**config.mk**
```make
export PLATFORM = sky130hd
export DESIGN_NAME = pcie_device_cap_ctrl_regs
export DESIGN_NICKNAME = d
export VERILOG_FILES = /design/src/logic/devcap_pkg.sv /design/src/logic/cfg_bus_if.sv /design/src/logic/pin_sync.sv /design/src/logic/axil_slave.sv /design/src/logic/pcie_device_cap_ctrl_regs.sv
export VERILOG_INCLUDE_DIRS = /design/src /design/src/logic
export SDC_FILE = /design/constraint.sdc
export NUM_CORES = 1
export LEC_CHECK = 0
export ABC_CLOCK_PERIOD_IN_PS = 2300
export BUFFER_PORTS_ARGS = -buffer_cell sky130_fd_sc_hd__buf_2
export CORE_MARGIN = 3
export CORE_UTILIZATION = 40
export DETAILED_ROUTE_END_ITERATION = 10
export PLACE_DENSITY = 0.67
export REMOVE_ABC_BUFFERS = 1
export SLEW_MARGIN = 40
export SYNTH_ARGS = -nofsm -noshare
export SYNTH_HDL_FRONTEND = slang
export SYNTH_HIERARCHICAL = 1
export SYNTH_SLANG_ARGS = --single-unit
```
**constraint.sdc**
```tcl
create_clock -name aclk -period 2.3 [get_ports aclk]
set_input_delay 0.115 -clock aclk [delete_from_list [all_inputs] [get_ports aclk]]
set_output_delay 0.115 -clock aclk [all_outputs]
set_load 0.02 [all_outputs]
```
**src/logic/devcap_defs.svh**
```systemverilog
// Offsets, field positions, reset values and bus codes of the register bank
// Assumes inclusion by the package, the register modules, the checker and the bench
`ifndef DEVCAP_DEFS_SVH
`define DEVCAP_DEFS_SVH

// ****************************************
// Register byte addresses
// ****************************************
`define ADDR_DEV_CAP       8'hc4
`define ADDR_DEV_CTRL      8'hc8

// ****************************************
// Field positions
// ****************************************
`define CAP_MPS_LSB        0
`define CAP_PHANTOM_LSB    3
`define CAP_EXT_TAG_BIT    5
`define CAP_L0S_LAT_LSB    6
`define CAP_L1_LAT_LSB     9
`define CAP_ROLE_ERR_BIT   15
`define CAP_SPL_VAL_LSB    18
`define CAP_SPL_SCL_LSB    26
`define CTL_ERR_EN_LSB     0
`define CTL_RELAX_BIT      4
`define CTL_MPS_LSB        5
`define CTL_EXT_TAG_BIT    8
`define CTL_PHANTOM_BIT    9
`define CTL_AUX_PWR_BIT    10
`define CTL_NO_SNOOP_BIT   11
`define CTL_MRRS_LSB       12

// ****************************************
// Reset and fixed values
// ****************************************
`define MPS_CAP_STRAP_LO   3'h1
`define MPS_CAP_STRAP_HI   3'h2
`define ROLE_ERR_RST       1'b1
`define L0S_LAT_VAL        3'h0
`define L1_LAT_VAL         3'h0
`define SPL_VAL_RST        8'h00
`define SPL_SCL_RST        2'h0
`define ERR_EN_RST         4'h0
`define MPS_RST            3'h0
`define AUX_PWR_RST        1'b0

// ****************************************
// AXI responses
// ****************************************
`define RESP_OKAY          2'h0
`define RESP_SLVERR        2'h2

`endif

```
**src/logic/devcap_pkg.sv**
```systemverilog
// Types shared by the register bank modules
// Assumes devcap_defs.svh is on the include path
`include "devcap_defs.svh"

package devcap_pkg;

  typedef enum logic [1:0] {
    SEL_NONE = 2'b00,
    SEL_CAP  = 2'b01,
    SEL_CTRL = 2'b10
  } reg_sel_t;

  typedef struct packed {
    logic [2:0] mps_cap;
    logic       loaded;
    logic       role_err;
    logic [7:0] spl_value;
    logic [1:0] spl_scale;
    logic [3:0] err_en;
    logic [2:0] mps;
    logic       aux_pwr;
  } regs_state_t;

  typedef struct packed {
    logic        aw_held;
    logic        w_held;
    logic [7:0]  awaddr;
    logic [31:0] wdata;
    logic [3:0]  wstrb;
    logic        awready;
    logic        wready;
    logic        wr_go;
    logic        bvalid;
    logic [1:0]  bresp;
    logic        arready;
    logic [7:0]  araddr;
    logic        rd_go;
    logic        rvalid;
    logic [31:0] rdata;
    logic [1:0]  rresp;
  } axil_state_t;

  typedef struct packed {
    logic s1;
    logic s2;
    logic s3;
    logic q;
  } sync_state_t;

endpackage : devcap_pkg

```
**src/logic/cfg_bus_if.sv**
```systemverilog
// Internal register access path between bus slave and register bank
// Assumes one clock domain; hit and read data are combinational answers
interface cfg_bus_if;
  logic        wr_en;
  logic [7:0]  wr_addr;
  logic [31:0] wr_data;
  logic [3:0]  wr_strb;
  logic        wr_hit;
  logic [7:0]  rd_addr;
  logic [31:0] rd_data;
  logic        rd_hit;

  modport bus (
    output wr_en, wr_addr, wr_data, wr_strb, rd_addr,
    input  wr_hit, rd_data, rd_hit
  );

  modport regs (
    input  wr_en, wr_addr, wr_data, wr_strb, rd_addr,
    output wr_hit, rd_data, rd_hit
  );
endinterface : cfg_bus_if

```
**src/logic/pin_sync.sv**
```systemverilog
// Three stage pin synchroniser with agreement filter
// Assumes an asynchronous level input and the core clock
module pin_sync
  import devcap_pkg::*;
(
  input  wire logic aclk,
  input  wire logic aresetn,
  input  wire logic pin,
  output logic      level
);

  sync_state_t s;
  sync_state_t next_s;

  always_comb
  begin
    next_s    = s;
    next_s.s1 = pin;
    next_s.s2 = s.s1;
    next_s.s3 = s.s2;
    if (s.s2 == s.s3)
    begin
      next_s.q = s.s3;
    end
    if (!aresetn)
    begin
      next_s = '0;
    end
  end

  always_ff @(posedge aclk)
  begin
    s <= next_s;
  end

  assign level = s.q;

endmodule : pin_sync

```
**src/logic/axil_slave.sv**
```systemverilog
// AXI4-Lite slave front end, one write and one read in flight
// Assumes the register bank answers hit and read data combinationally
`include "devcap_defs.svh"
module axil_slave
  import devcap_pkg::*;
(
  input  wire logic        aclk,
  input  wire logic        aresetn,
  input  wire logic [7:0]  awaddr,
  input  wire logic        awvalid,
  output logic             awready,
  input  wire logic [31:0] wdata,
  input  wire logic [3:0]  wstrb,
  input  wire logic        wvalid,
  output logic             wready,
  output logic [1:0]       bresp,
  output logic             bvalid,
  input  wire logic        bready,
  input  wire logic [7:0]  araddr,
  input  wire logic        arvalid,
  output logic             arready,
  output logic [31:0]      rdata,
  output logic [1:0]       rresp,
  output logic             rvalid,
  input  wire logic        rready,
  cfg_bus_if.bus           cfg
);

  axil_state_t s;
  axil_state_t next_s;

  always_comb
  begin
    next_s = s;
    if (awvalid && s.awready)
    begin
      next_s.aw_held = 1'b1;
      next_s.awaddr  = awaddr;
    end
    if (wvalid && s.wready)
    begin
      next_s.w_held = 1'b1;
      next_s.wdata  = wdata;
      next_s.wstrb  = wstrb;
    end
    if (s.aw_held && s.w_held && !s.wr_go && !s.bvalid)
    begin
      next_s.wr_go   = 1'b1;
      next_s.aw_held = 1'b0;
      next_s.w_held  = 1'b0;
    end
    if (s.wr_go)
    begin
      next_s.wr_go  = 1'b0;
      next_s.bvalid = 1'b1;
      next_s.bresp  = cfg.wr_hit ? `RESP_OKAY : `RESP_SLVERR;
    end
    if (s.bvalid && bready)
    begin
      next_s.bvalid = 1'b0;
    end
    next_s.awready = !next_s.aw_held && !next_s.wr_go && !next_s.bvalid;
    next_s.wready  = !next_s.w_held && !next_s.wr_go && !next_s.bvalid;
    if (arvalid && s.arready)
    begin
      next_s.arready = 1'b0;
      next_s.araddr  = araddr;
      next_s.rd_go   = 1'b1;
    end
    if (s.rd_go)
    begin
      next_s.rd_go  = 1'b0;
      next_s.rvalid = 1'b1;
      next_s.rdata  = cfg.rd_data;
      next_s.rresp  = cfg.rd_hit ? `RESP_OKAY : `RESP_SLVERR;
    end
    if (s.rvalid && rready)
    begin
      next_s.rvalid  = 1'b0;
      next_s.arready = 1'b1;
    end
    if (!aresetn)
    begin
      next_s         = '0;
      next_s.awready = 1'b1;
      next_s.wready  = 1'b1;
      next_s.arready = 1'b1;
    end
  end

  always_ff @(posedge aclk)
  begin
    s <= next_s;
  end

  assign awready     = s.awready;
  assign wready      = s.wready;
  assign bvalid      = s.bvalid;
  assign bresp       = s.bresp;
  assign arready     = s.arready;
  assign rvalid      = s.rvalid;
  assign rdata       = s.rdata;
  assign rresp       = s.rresp;
  assign cfg.wr_en   = s.wr_go;
  assign cfg.wr_addr = s.awaddr;
  assign cfg.wr_data = s.wdata;
  assign cfg.wr_strb = s.wstrb;
  assign cfg.rd_addr = s.araddr;

endmodule : axil_slave

```
**src/logic/pcie_device_cap_ctrl_regs.sv**
```systemverilog
// Device capability and device control words of one switch port
// Assumes AXI4-Lite configuration access, straps on pins, and a
// power-on reset for the sticky bit from logic on the same clock
//
// Notes on behaviour
// RULE_01 - Payload capability resets to 001 or 010 by strap; autoload replaces it.
// RULE_02 - Phantom function capability bits 4:3 always read 00.
// RULE_03 - Extended tag capability bit 5 always reads zero.
// RULE_04 - Standby exit latency bits 8:6 read-only, reset 000.
// RULE_05 - Sleep exit latency bits 11:9 read-only, writes ignored.
// RULE_06 - Role-based error capability bit 15 resets to 1; autoload may change.
// RULE_07 - Upstream port loads slot power value 25:18 from message; else 00h.
// RULE_08 - Upstream port loads slot power scale 27:26 from message; reset 00.
// RULE_09 - Four error reporting enables, bits 0 to 3, read-write, reset 0.
// RULE_10 - Relaxed ordering enable bit 4 always reads zero.
// RULE_11 - Payload size 7:5 read-write, reset 000, over-range writes clamp to capability.
// RULE_12 - Extended tag enable bit 8 and phantom enable bit 9 read zero.
// RULE_13 - Auxiliary power enable bit 10 sticky read-write, reset 0.
// RULE_14 - No snoop enable bit 11 always reads zero.
// RULE_15 - Read request size 14:12 hardwired to 000.
// RULE_16 - Reserved bits read zero and ignore writes.
`include "devcap_defs.svh"
module pcie_device_cap_ctrl_regs
  import devcap_pkg::*;
(
  input  wire logic        aclk,
  input  wire logic        aresetn,
  input  wire logic        aux_por_n,
  input  wire logic [7:0]  s_axi_awaddr,
  input  wire logic        s_axi_awvalid,
  output logic             s_axi_awready,
  input  wire logic [31:0] s_axi_wdata,
  input  wire logic [3:0]  s_axi_wstrb,
  input  wire logic        s_axi_wvalid,
  output logic             s_axi_wready,
  output logic [1:0]       s_axi_bresp,
  output logic             s_axi_bvalid,
  input  wire logic        s_axi_bready,
  input  wire logic [7:0]  s_axi_araddr,
  input  wire logic        s_axi_arvalid,
  output logic             s_axi_arready,
  output logic [31:0]      s_axi_rdata,
  output logic [1:0]       s_axi_rresp,
  output logic             s_axi_rvalid,
  input  wire logic        s_axi_rready,
  input  wire logic        payload_size_strap,
  input  wire logic        port_is_upstream,
  input  wire logic        slot_power_msg_valid,
  input  wire logic [7:0]  slot_power_msg_value,
  input  wire logic [1:0]  slot_power_msg_scale,
  input  wire logic        autoload_valid,
  input  wire logic [2:0]  autoload_payload_cap,
  input  wire logic        autoload_role_err,
  output logic [2:0]       payload_size_cap,
  output logic [2:0]       max_payload_size,
  output logic [3:0]       error_report_en,
  output logic             aux_power_en,
  output logic [7:0]       slot_power_value,
  output logic [1:0]       slot_power_scale
);

  // ****************************************
  // Strap synchronisers
  // ****************************************
  logic [1:0] strap_pins;
  logic [1:0] strap_levels;
  logic       strap_payload;
  logic       strap_upstream;

  assign strap_pins = {port_is_upstream, payload_size_strap};

  genvar g;
  generate
    for (g = 0; g < 2; g = g + 1)
    begin : g_strap
      pin_sync u_sync (
        .aclk    (aclk),
        .aresetn (aresetn),
        .pin     (strap_pins[g]),
        .level   (strap_levels[g])
      );
    end
  endgenerate

  assign strap_payload  = strap_levels[0];
  assign strap_upstream = strap_levels[1];

  // ****************************************
  // Bus slave
  // ****************************************
  cfg_bus_if cfg ();

  axil_slave u_axil (
    .aclk    (aclk),
    .aresetn (aresetn),
    .awaddr  (s_axi_awaddr),
    .awvalid (s_axi_awvalid),
    .awready (s_axi_awready),
    .wdata   (s_axi_wdata),
    .wstrb   (s_axi_wstrb),
    .wvalid  (s_axi_wvalid),
    .wready  (s_axi_wready),
    .bresp   (s_axi_bresp),
    .bvalid  (s_axi_bvalid),
    .bready  (s_axi_bready),
    .araddr  (s_axi_araddr),
    .arvalid (s_axi_arvalid),
    .arready (s_axi_arready),
    .rdata   (s_axi_rdata),
    .rresp   (s_axi_rresp),
    .rvalid  (s_axi_rvalid),
    .rready  (s_axi_rready),
    .cfg     (cfg)
  );

  // ****************************************
  // Decode and read words
  // ****************************************
  function automatic reg_sel_t reg_select(input logic [7:0] addr);
    reg_sel_t sel;
    case (addr)
      `ADDR_DEV_CAP:  sel = SEL_CAP;
      `ADDR_DEV_CTRL: sel = SEL_CTRL;
      default:        sel = SEL_NONE;
    endcase
    return sel;
  endfunction : reg_select

  function automatic logic [31:0] cap_word(input regs_state_t r);
    logic [31:0] w;
    w = 32'h0000_0000; // RULE_16
    w[`CAP_MPS_LSB +: 3]      = r.mps_cap; // RULE_01
    w[`CAP_PHANTOM_LSB +: 2]  = 2'h0; // RULE_02
    w[`CAP_EXT_TAG_BIT]       = 1'b0; // RULE_03
    w[`CAP_L0S_LAT_LSB +: 3]  = `L0S_LAT_VAL; // RULE_04
    w[`CAP_L1_LAT_LSB +: 3]   = `L1_LAT_VAL; // RULE_05
    w[`CAP_ROLE_ERR_BIT]      = r.role_err; // RULE_06
    w[`CAP_SPL_VAL_LSB +: 8]  = r.spl_value; // RULE_07
    w[`CAP_SPL_SCL_LSB +: 2]  = r.spl_scale; // RULE_08
    return w;
  endfunction : cap_word

  function automatic logic [31:0] ctrl_word(input regs_state_t r);
    logic [31:0] w;
    w = 32'h0000_0000; // RULE_16
    w[`CTL_ERR_EN_LSB +: 4] = r.err_en; // RULE_09
    w[`CTL_RELAX_BIT]       = 1'b0; // RULE_10
    w[`CTL_MPS_LSB +: 3]    = r.mps; // RULE_11
    w[`CTL_EXT_TAG_BIT]     = 1'b0; // RULE_12
    w[`CTL_PHANTOM_BIT]     = 1'b0; // RULE_12
    w[`CTL_AUX_PWR_BIT]     = r.aux_pwr; // RULE_13
    w[`CTL_NO_SNOOP_BIT]    = 1'b0; // RULE_14
    w[`CTL_MRRS_LSB +: 3]   = 3'h0; // RULE_15
    return w;
  endfunction : ctrl_word

  // ****************************************
  // Register state
  // ****************************************
  regs_state_t s;
  regs_state_t next_s;
  reg_sel_t    rd_sel;
  reg_sel_t    wr_sel;
  logic [2:0]  strap_cap;
  logic [2:0]  wr_mps;

  assign rd_sel = reg_select(cfg.rd_addr);
  assign wr_sel = reg_select(cfg.wr_addr);

  always_comb
  begin
    case (rd_sel)
      SEL_CAP:  cfg.rd_data = cap_word(s);
      SEL_CTRL: cfg.rd_data = ctrl_word(s);
      default:  cfg.rd_data = 32'h0000_0000;
    endcase
  end

  assign cfg.rd_hit = (rd_sel != SEL_NONE);
  assign cfg.wr_hit = (wr_sel != SEL_NONE);

  assign strap_cap = strap_payload ? `MPS_CAP_STRAP_HI
                                   : `MPS_CAP_STRAP_LO;
  assign wr_mps    = cfg.wr_data[`CTL_MPS_LSB +: 3];

  always_comb
  begin
    next_s = s;
    if (autoload_valid)
    begin
      next_s.mps_cap  = autoload_payload_cap; // RULE_01
      next_s.role_err = autoload_role_err; // RULE_06
      next_s.loaded   = 1'b1;
    end
    else if (!s.loaded)
    begin
      next_s.mps_cap = strap_cap; // RULE_01
    end
    if (strap_upstream && slot_power_msg_valid)
    begin
      next_s.spl_value = slot_power_msg_value; // RULE_07
      next_s.spl_scale = slot_power_msg_scale; // RULE_08
    end
    if (cfg.wr_en && wr_sel == SEL_CTRL)
    begin
      if (cfg.wr_strb[0])
      begin
        next_s.err_en = cfg.wr_data[`CTL_ERR_EN_LSB +: 4]; // RULE_09
        if (wr_mps > s.mps_cap)
        begin
          next_s.mps = s.mps_cap; // RULE_11
        end
        else
        begin
          next_s.mps = wr_mps; // RULE_11
        end
      end
      if (cfg.wr_strb[1])
      begin
        next_s.aux_pwr = cfg.wr_data[`CTL_AUX_PWR_BIT]; // RULE_13
      end
    end
    if (!aresetn)
    begin
      next_s.mps_cap   = strap_cap; // RULE_01
      next_s.loaded    = 1'b0;
      next_s.role_err  = `ROLE_ERR_RST; // RULE_06
      next_s.spl_value = `SPL_VAL_RST; // RULE_07
      next_s.spl_scale = `SPL_SCL_RST; // RULE_08
      next_s.err_en    = `ERR_EN_RST; // RULE_09
      next_s.mps       = `MPS_RST; // RULE_11
    end
    if (!aux_por_n)
    begin
      next_s.aux_pwr = `AUX_PWR_RST; // RULE_13
    end
  end

  always_ff @(posedge aclk)
  begin
    s <= next_s;
  end

  // ****************************************
  // Outputs
  // ****************************************
  assign payload_size_cap = s.mps_cap;
  assign max_payload_size = s.mps;
  assign error_report_en  = s.err_en;
  assign aux_power_en     = s.aux_pwr;
  assign slot_power_value = s.spl_value;
  assign slot_power_scale = s.spl_scale;

endmodule : pcie_device_cap_ctrl_regs

```
After elaboration in Yosys (flattened, before gate mapping)
Cells that the tools add are included.
- bits in registers: 105
- latch bits: 0
- RAM bits: 0
- memory bits (read-only): 0
- input port bits: 78
- memories kept: 0
- add/subtract/negate cells: 0
- multipliers: 0
- divide/modulo/power cells: 0
- order comparisons: 1
- equal/unequal tests: 10
- shift-type cells: 0
- muxes and demuxes: 21
- bitwise operators: 1
- reductions and logical operators: 26
- operators with widths (operator ; count):
    case mux 28 bit (2 select lines) ; 1
    == test 8 bit (second input constant) ; 4
    two-way mux 22 bit ; 1
    logical AND 1 bit ; 14
    two-way mux 10 bit ; 1
    two-way mux 2 bit ; 5
    two-way mux 3 bit ; 3
    two-way mux 8 bit ; 1
    case mux 2 bit (2 select lines) ; 2
    two-way mux 7 bit ; 1
    logical NOT 1 bit ; 6
    two-way mux 1 bit ; 5
    == test 2 bit (second input constant) ; 2
    two-way mux 4 bit ; 1
    AND reduction 2 bit ; 2
    nonzero test 2 bit ; 2
    OR reduction 2 bit ; 2
    > comparator 3 bit ; 1
    != test 3 bit (second input constant) ; 1
    == test 1 bit ; 2
    == test 2 x 1 -> 1 bit (second input constant) ; 1
    inverter 1 bit ; 1

Longest topological paths before layout
- depth after elaboration: 8
- depth in mapped cells: 10
- mapped depth without buffers: 9

Hierarchy
Netlist, hierarchy kept.
- by module, submodules not included (module ; times used ; cells an instance ; area each (um2) ; sequential area each (um2)):
    axil_slave ; 1 ; 463 ; 4718.3 ; 1901.8
    pcie_device_cap_ctrl_regs ; 1 ; 164 ; 1395.1 ; 490.5
    pin_sync ; 2 ; 10 ; 116.4 ; 80.1

Worst setup path before layout
No wires, ideal clock.
- path type: register -> register
- from: register u_axil.s, in the netlist u_axil/cfg.rd_addr[1]
- to: register u_axil.s, in the netlist u_axil/rdata[15]
- library setup time: 0.128 ns
- arrival: 1.897 ns
- data required time: 2.172 ns
- setup slack: 0.275 ns
- cell stages (with the launch flop): 10
- period minus slack after synthesis: 2.025 ns
- cells stage by stage: dfxtp_1 buf_4 nor2_1 nand4_1 or3b_2 ha_1 clkbuf_1 and3_1 mux2i_1 nor2_1
- word-level cells in the longest chain between the ends: 4
- elaborated cells between the ends (all ways): 6
- classes of those cells: 4 x eq/ne; 2 x mux
- ends and longest elaborated chain (what ; line ; text):
    from (decl) ; axil_slave.sv:29 ; axil_state_t s;
    from (signal assigned) ; axil_slave.sv:93 ; s <= next_s;
    == test 8 bit ; pcie_device_cap_ctrl_regs.sv:121 ; case (addr)
    case mux 2 bit (2 select lines) (*) ; pcie_device_cap_ctrl_regs.sv:121 ;
    == test 2 bit or == test 2 x 1 -> 1 bit (tied branches) ; pcie_device_cap_ctrl_regs.sv:172 ; case (rd_sel)
    case mux 28 bit (2 select lines) (*) ; pcie_device_cap_ctrl_regs.sv:172 ;
    net cfg.rd_data[15] ; cfg_bus_if.sv:10 ; logic [31:0] rd_data;
The timed path passes the listed nets; every way through them passes the cells marked *.
A chain may end at the register's enable or synchronous reset.

Worst setup path in the final report
- from: register u_axil.s, in the netlist u_axil/cfg.rd_addr[5]
- to: register u_axil.s, in the netlist u_axil/rdata[24]
The elaborated chain is that of the path after synthesis.

==> metrics <==
first-pass GRT wire length=15.79 mm; R2R Path Start=u_axil/cfg.rd_addr[5]; layout cells sized above 1=34.36%; DR pass1 iterations=7; number of core rows=40; Post-DRT Antenna Nets=0; chip width=117.5 um; Die Ht=117.5 um; clock tree buffer depth=2; drt initial violations=173; Worst slew margin=43.80%; Worst setup EP type=flop; commonest cells after routing, fill and taps aside=111 x buf_2, 96 x dfxtp_1, 38 x mux2i_1, 37 x nor2_1, 27 x nand2_1; TNS Setup=0 ns; CP Max Fanout=14; RSZ-0062 raised after global routing=no; Clock transition at path regs=0.06 ns; Hold WC Path Type=input port to flop; CTS tree=built; crit path DAT=2.36 ns; worst hold path depth=3; DR WL/cell=13.42 um; postcts setup bufs=0; Leak=0.002311 uW; Critical R2R Capture=u_axil/rdata[24]; CP Data Required Time=2.52 ns; leading cell type in the layout, fill and taps excluded=buf_2; worst slack, placed=0.1656 ns; GRT Residual Overflow=0; # nets final=629; worst vdd rail ir drop=0.0003312 V; dpl hpwl=6.695 mm; core area=12060 sq um; mean number of vias per cell=4.646; Area Overhead vs Synth=7.807%; setup violators final=0; CTS Buf Count=9; Placer Congestion=0.7566; syn_area_per_cell=9.704 sq um; I/O Buffers=111; final period utilization=92.97%; pin count of the biggest net entering global routing=32; initial antenna violation count=0; FF-to-FF setup slack=0.16 ns; Final Hold Viols=0; vias in the first global route=3254; Sink Count=100; Die Area=13790 sq um; hold_sp=s_axi_wdata[1]; WS Path Type=flop to flop; worst-skew pair later-pin latency=0.34 ns; Fin Clk Skew=0.005058 ns; ANT cells=0; reg2reg path depth=7; DR vias=3336; pwr/cell area=730.9 nW/um^2; Fillers=1165; drt total wl=9.636 mm; H-Tree Depth=3; Mapped Cells=512; Final Max Slew Viols=0; GRT Total Usage=13.99%; Worst setup SP type=flop; DP Cell Count=692; Starting Density=41.19%; DRC viols=0; I/O pin cnt=140; Worst Hold Path EP=u_axil/cfg.wr_data[1]; final non-filler cell total=718; fin crit period=2.138 ns; Root Driver=clkbuf_16; fmax=467.6 MHz; final worst slack=0.1616 ns; outcome=complete, no violations; Max Cap Violations=0; worst slew pin tran=0.8418 ns; Ys Warns=6; Mapped Area=4969 sq um
-- worst max-delay path, cell delays in order (launching register included) --
cell and delay, ns:
dfxtp_1 0.31, nor2_1 0.10, nand4_1 0.13, or3b_2 0.54, ha_1 0.50, and3_1 0.25
mux2i_1 0.13, nor2_1 0.06
-- metrics by stage --
step           instance area [sq um]  power [uW]  utilization, %  hold slack, ns
6_report                        5356        3915           44.41         0.01961
5_1_grt                         5356        4090           44.41         0.01124
4_1_cts                         5356        3981           44.41        0.003095
3_5_place_dp                    4923        2262           40.82          0.3249
3_3_place_gp                    4923        2246           40.82          0.3251
2_1_floorplan                   4091        2109               -          0.1769
-- layout make-up --
| class | count | area (sq um) | share of cell area, % |
|---|---|---|---|
| Multi-Input combinational cell | 297 | 2026 | 37.82 |
| Tap cell | 168 | 210.2 | 3.924 |
| Timing Repair Buffer | 128 | 720.7 | 13.45 |
| Clock buffer | 11 | 232.7 | 4.345 |
| Inverter | 9 | 33.78 | 0.6307 |
| Sequential cell | 100 | 2033 | 37.96 |
| Clock inverter | 5 | 100.1 | 1.869 |
-- state kept, by name, indices dropped and copies added, names as in the netlist, 2 cells and up --
register	cells
g_strap.u_sync/level	2
slot_power_value	8
u_axil/s	3
error_report_en	4
u_axil/cfg.wr_data	8
payload_size_cap	3
u_axil/cfg.wr_addr	8
u_axil/cfg.wr_strb	2
u_axil/cfg.rd_addr	8
s	2
slot_power_scale	2
max_payload_size	3
g_strap.u_sync/s	6
u_axil/rdata	32
-- power by group --
part           switching [uW]  total (uW)  leakage (uW)  internal [uW]
logic                     188         364       0.00133            176
clock network             620        1680      0.000163           1060
registers                66.4        1870      0.000822           1800
total                     874        3910       0.00231           3040
-- layer usage --
layer  share of wire (%)  vias up  GRT usage, %
met1                  46     1565         17.55
li1                    -     1688             -
met2                  48       73         22.43
met5                   0        -             0
met4                 1.2        0         4.982
met3                 5.0       10         4.805
-- worst max-delay path by stage --
| stage | start | to | cells past startpoint |
|---|---|---|---|
| after floorplan | u_axil/cfg.rd_addr[1] | u_axil/rdata[15] | 7 |
| after global placement | u_axil/cfg.rd_addr[1] | u_axil/rdata[25] | 7 |
| after detailed placement | u_axil/cfg.rd_addr[5] | u_axil/rdata[24] | 7 |
| after CTS | u_axil/cfg.rd_addr[5] | u_axil/rdata[24] | 7 |
| after global routing | u_axil/cfg.rd_addr[1] | u_axil/rdata[24] | 7 |
| final | u_axil/cfg.rd_addr[5] | u_axil/rdata[24] | 7 |
-- repair_timing --
item | CTS | global route
hold buffers | 10 | 0
gates resized for setup | 0 | 0
endpoints found under the hold margin | 10 | 0
Power figures use the tool's default switching activity.
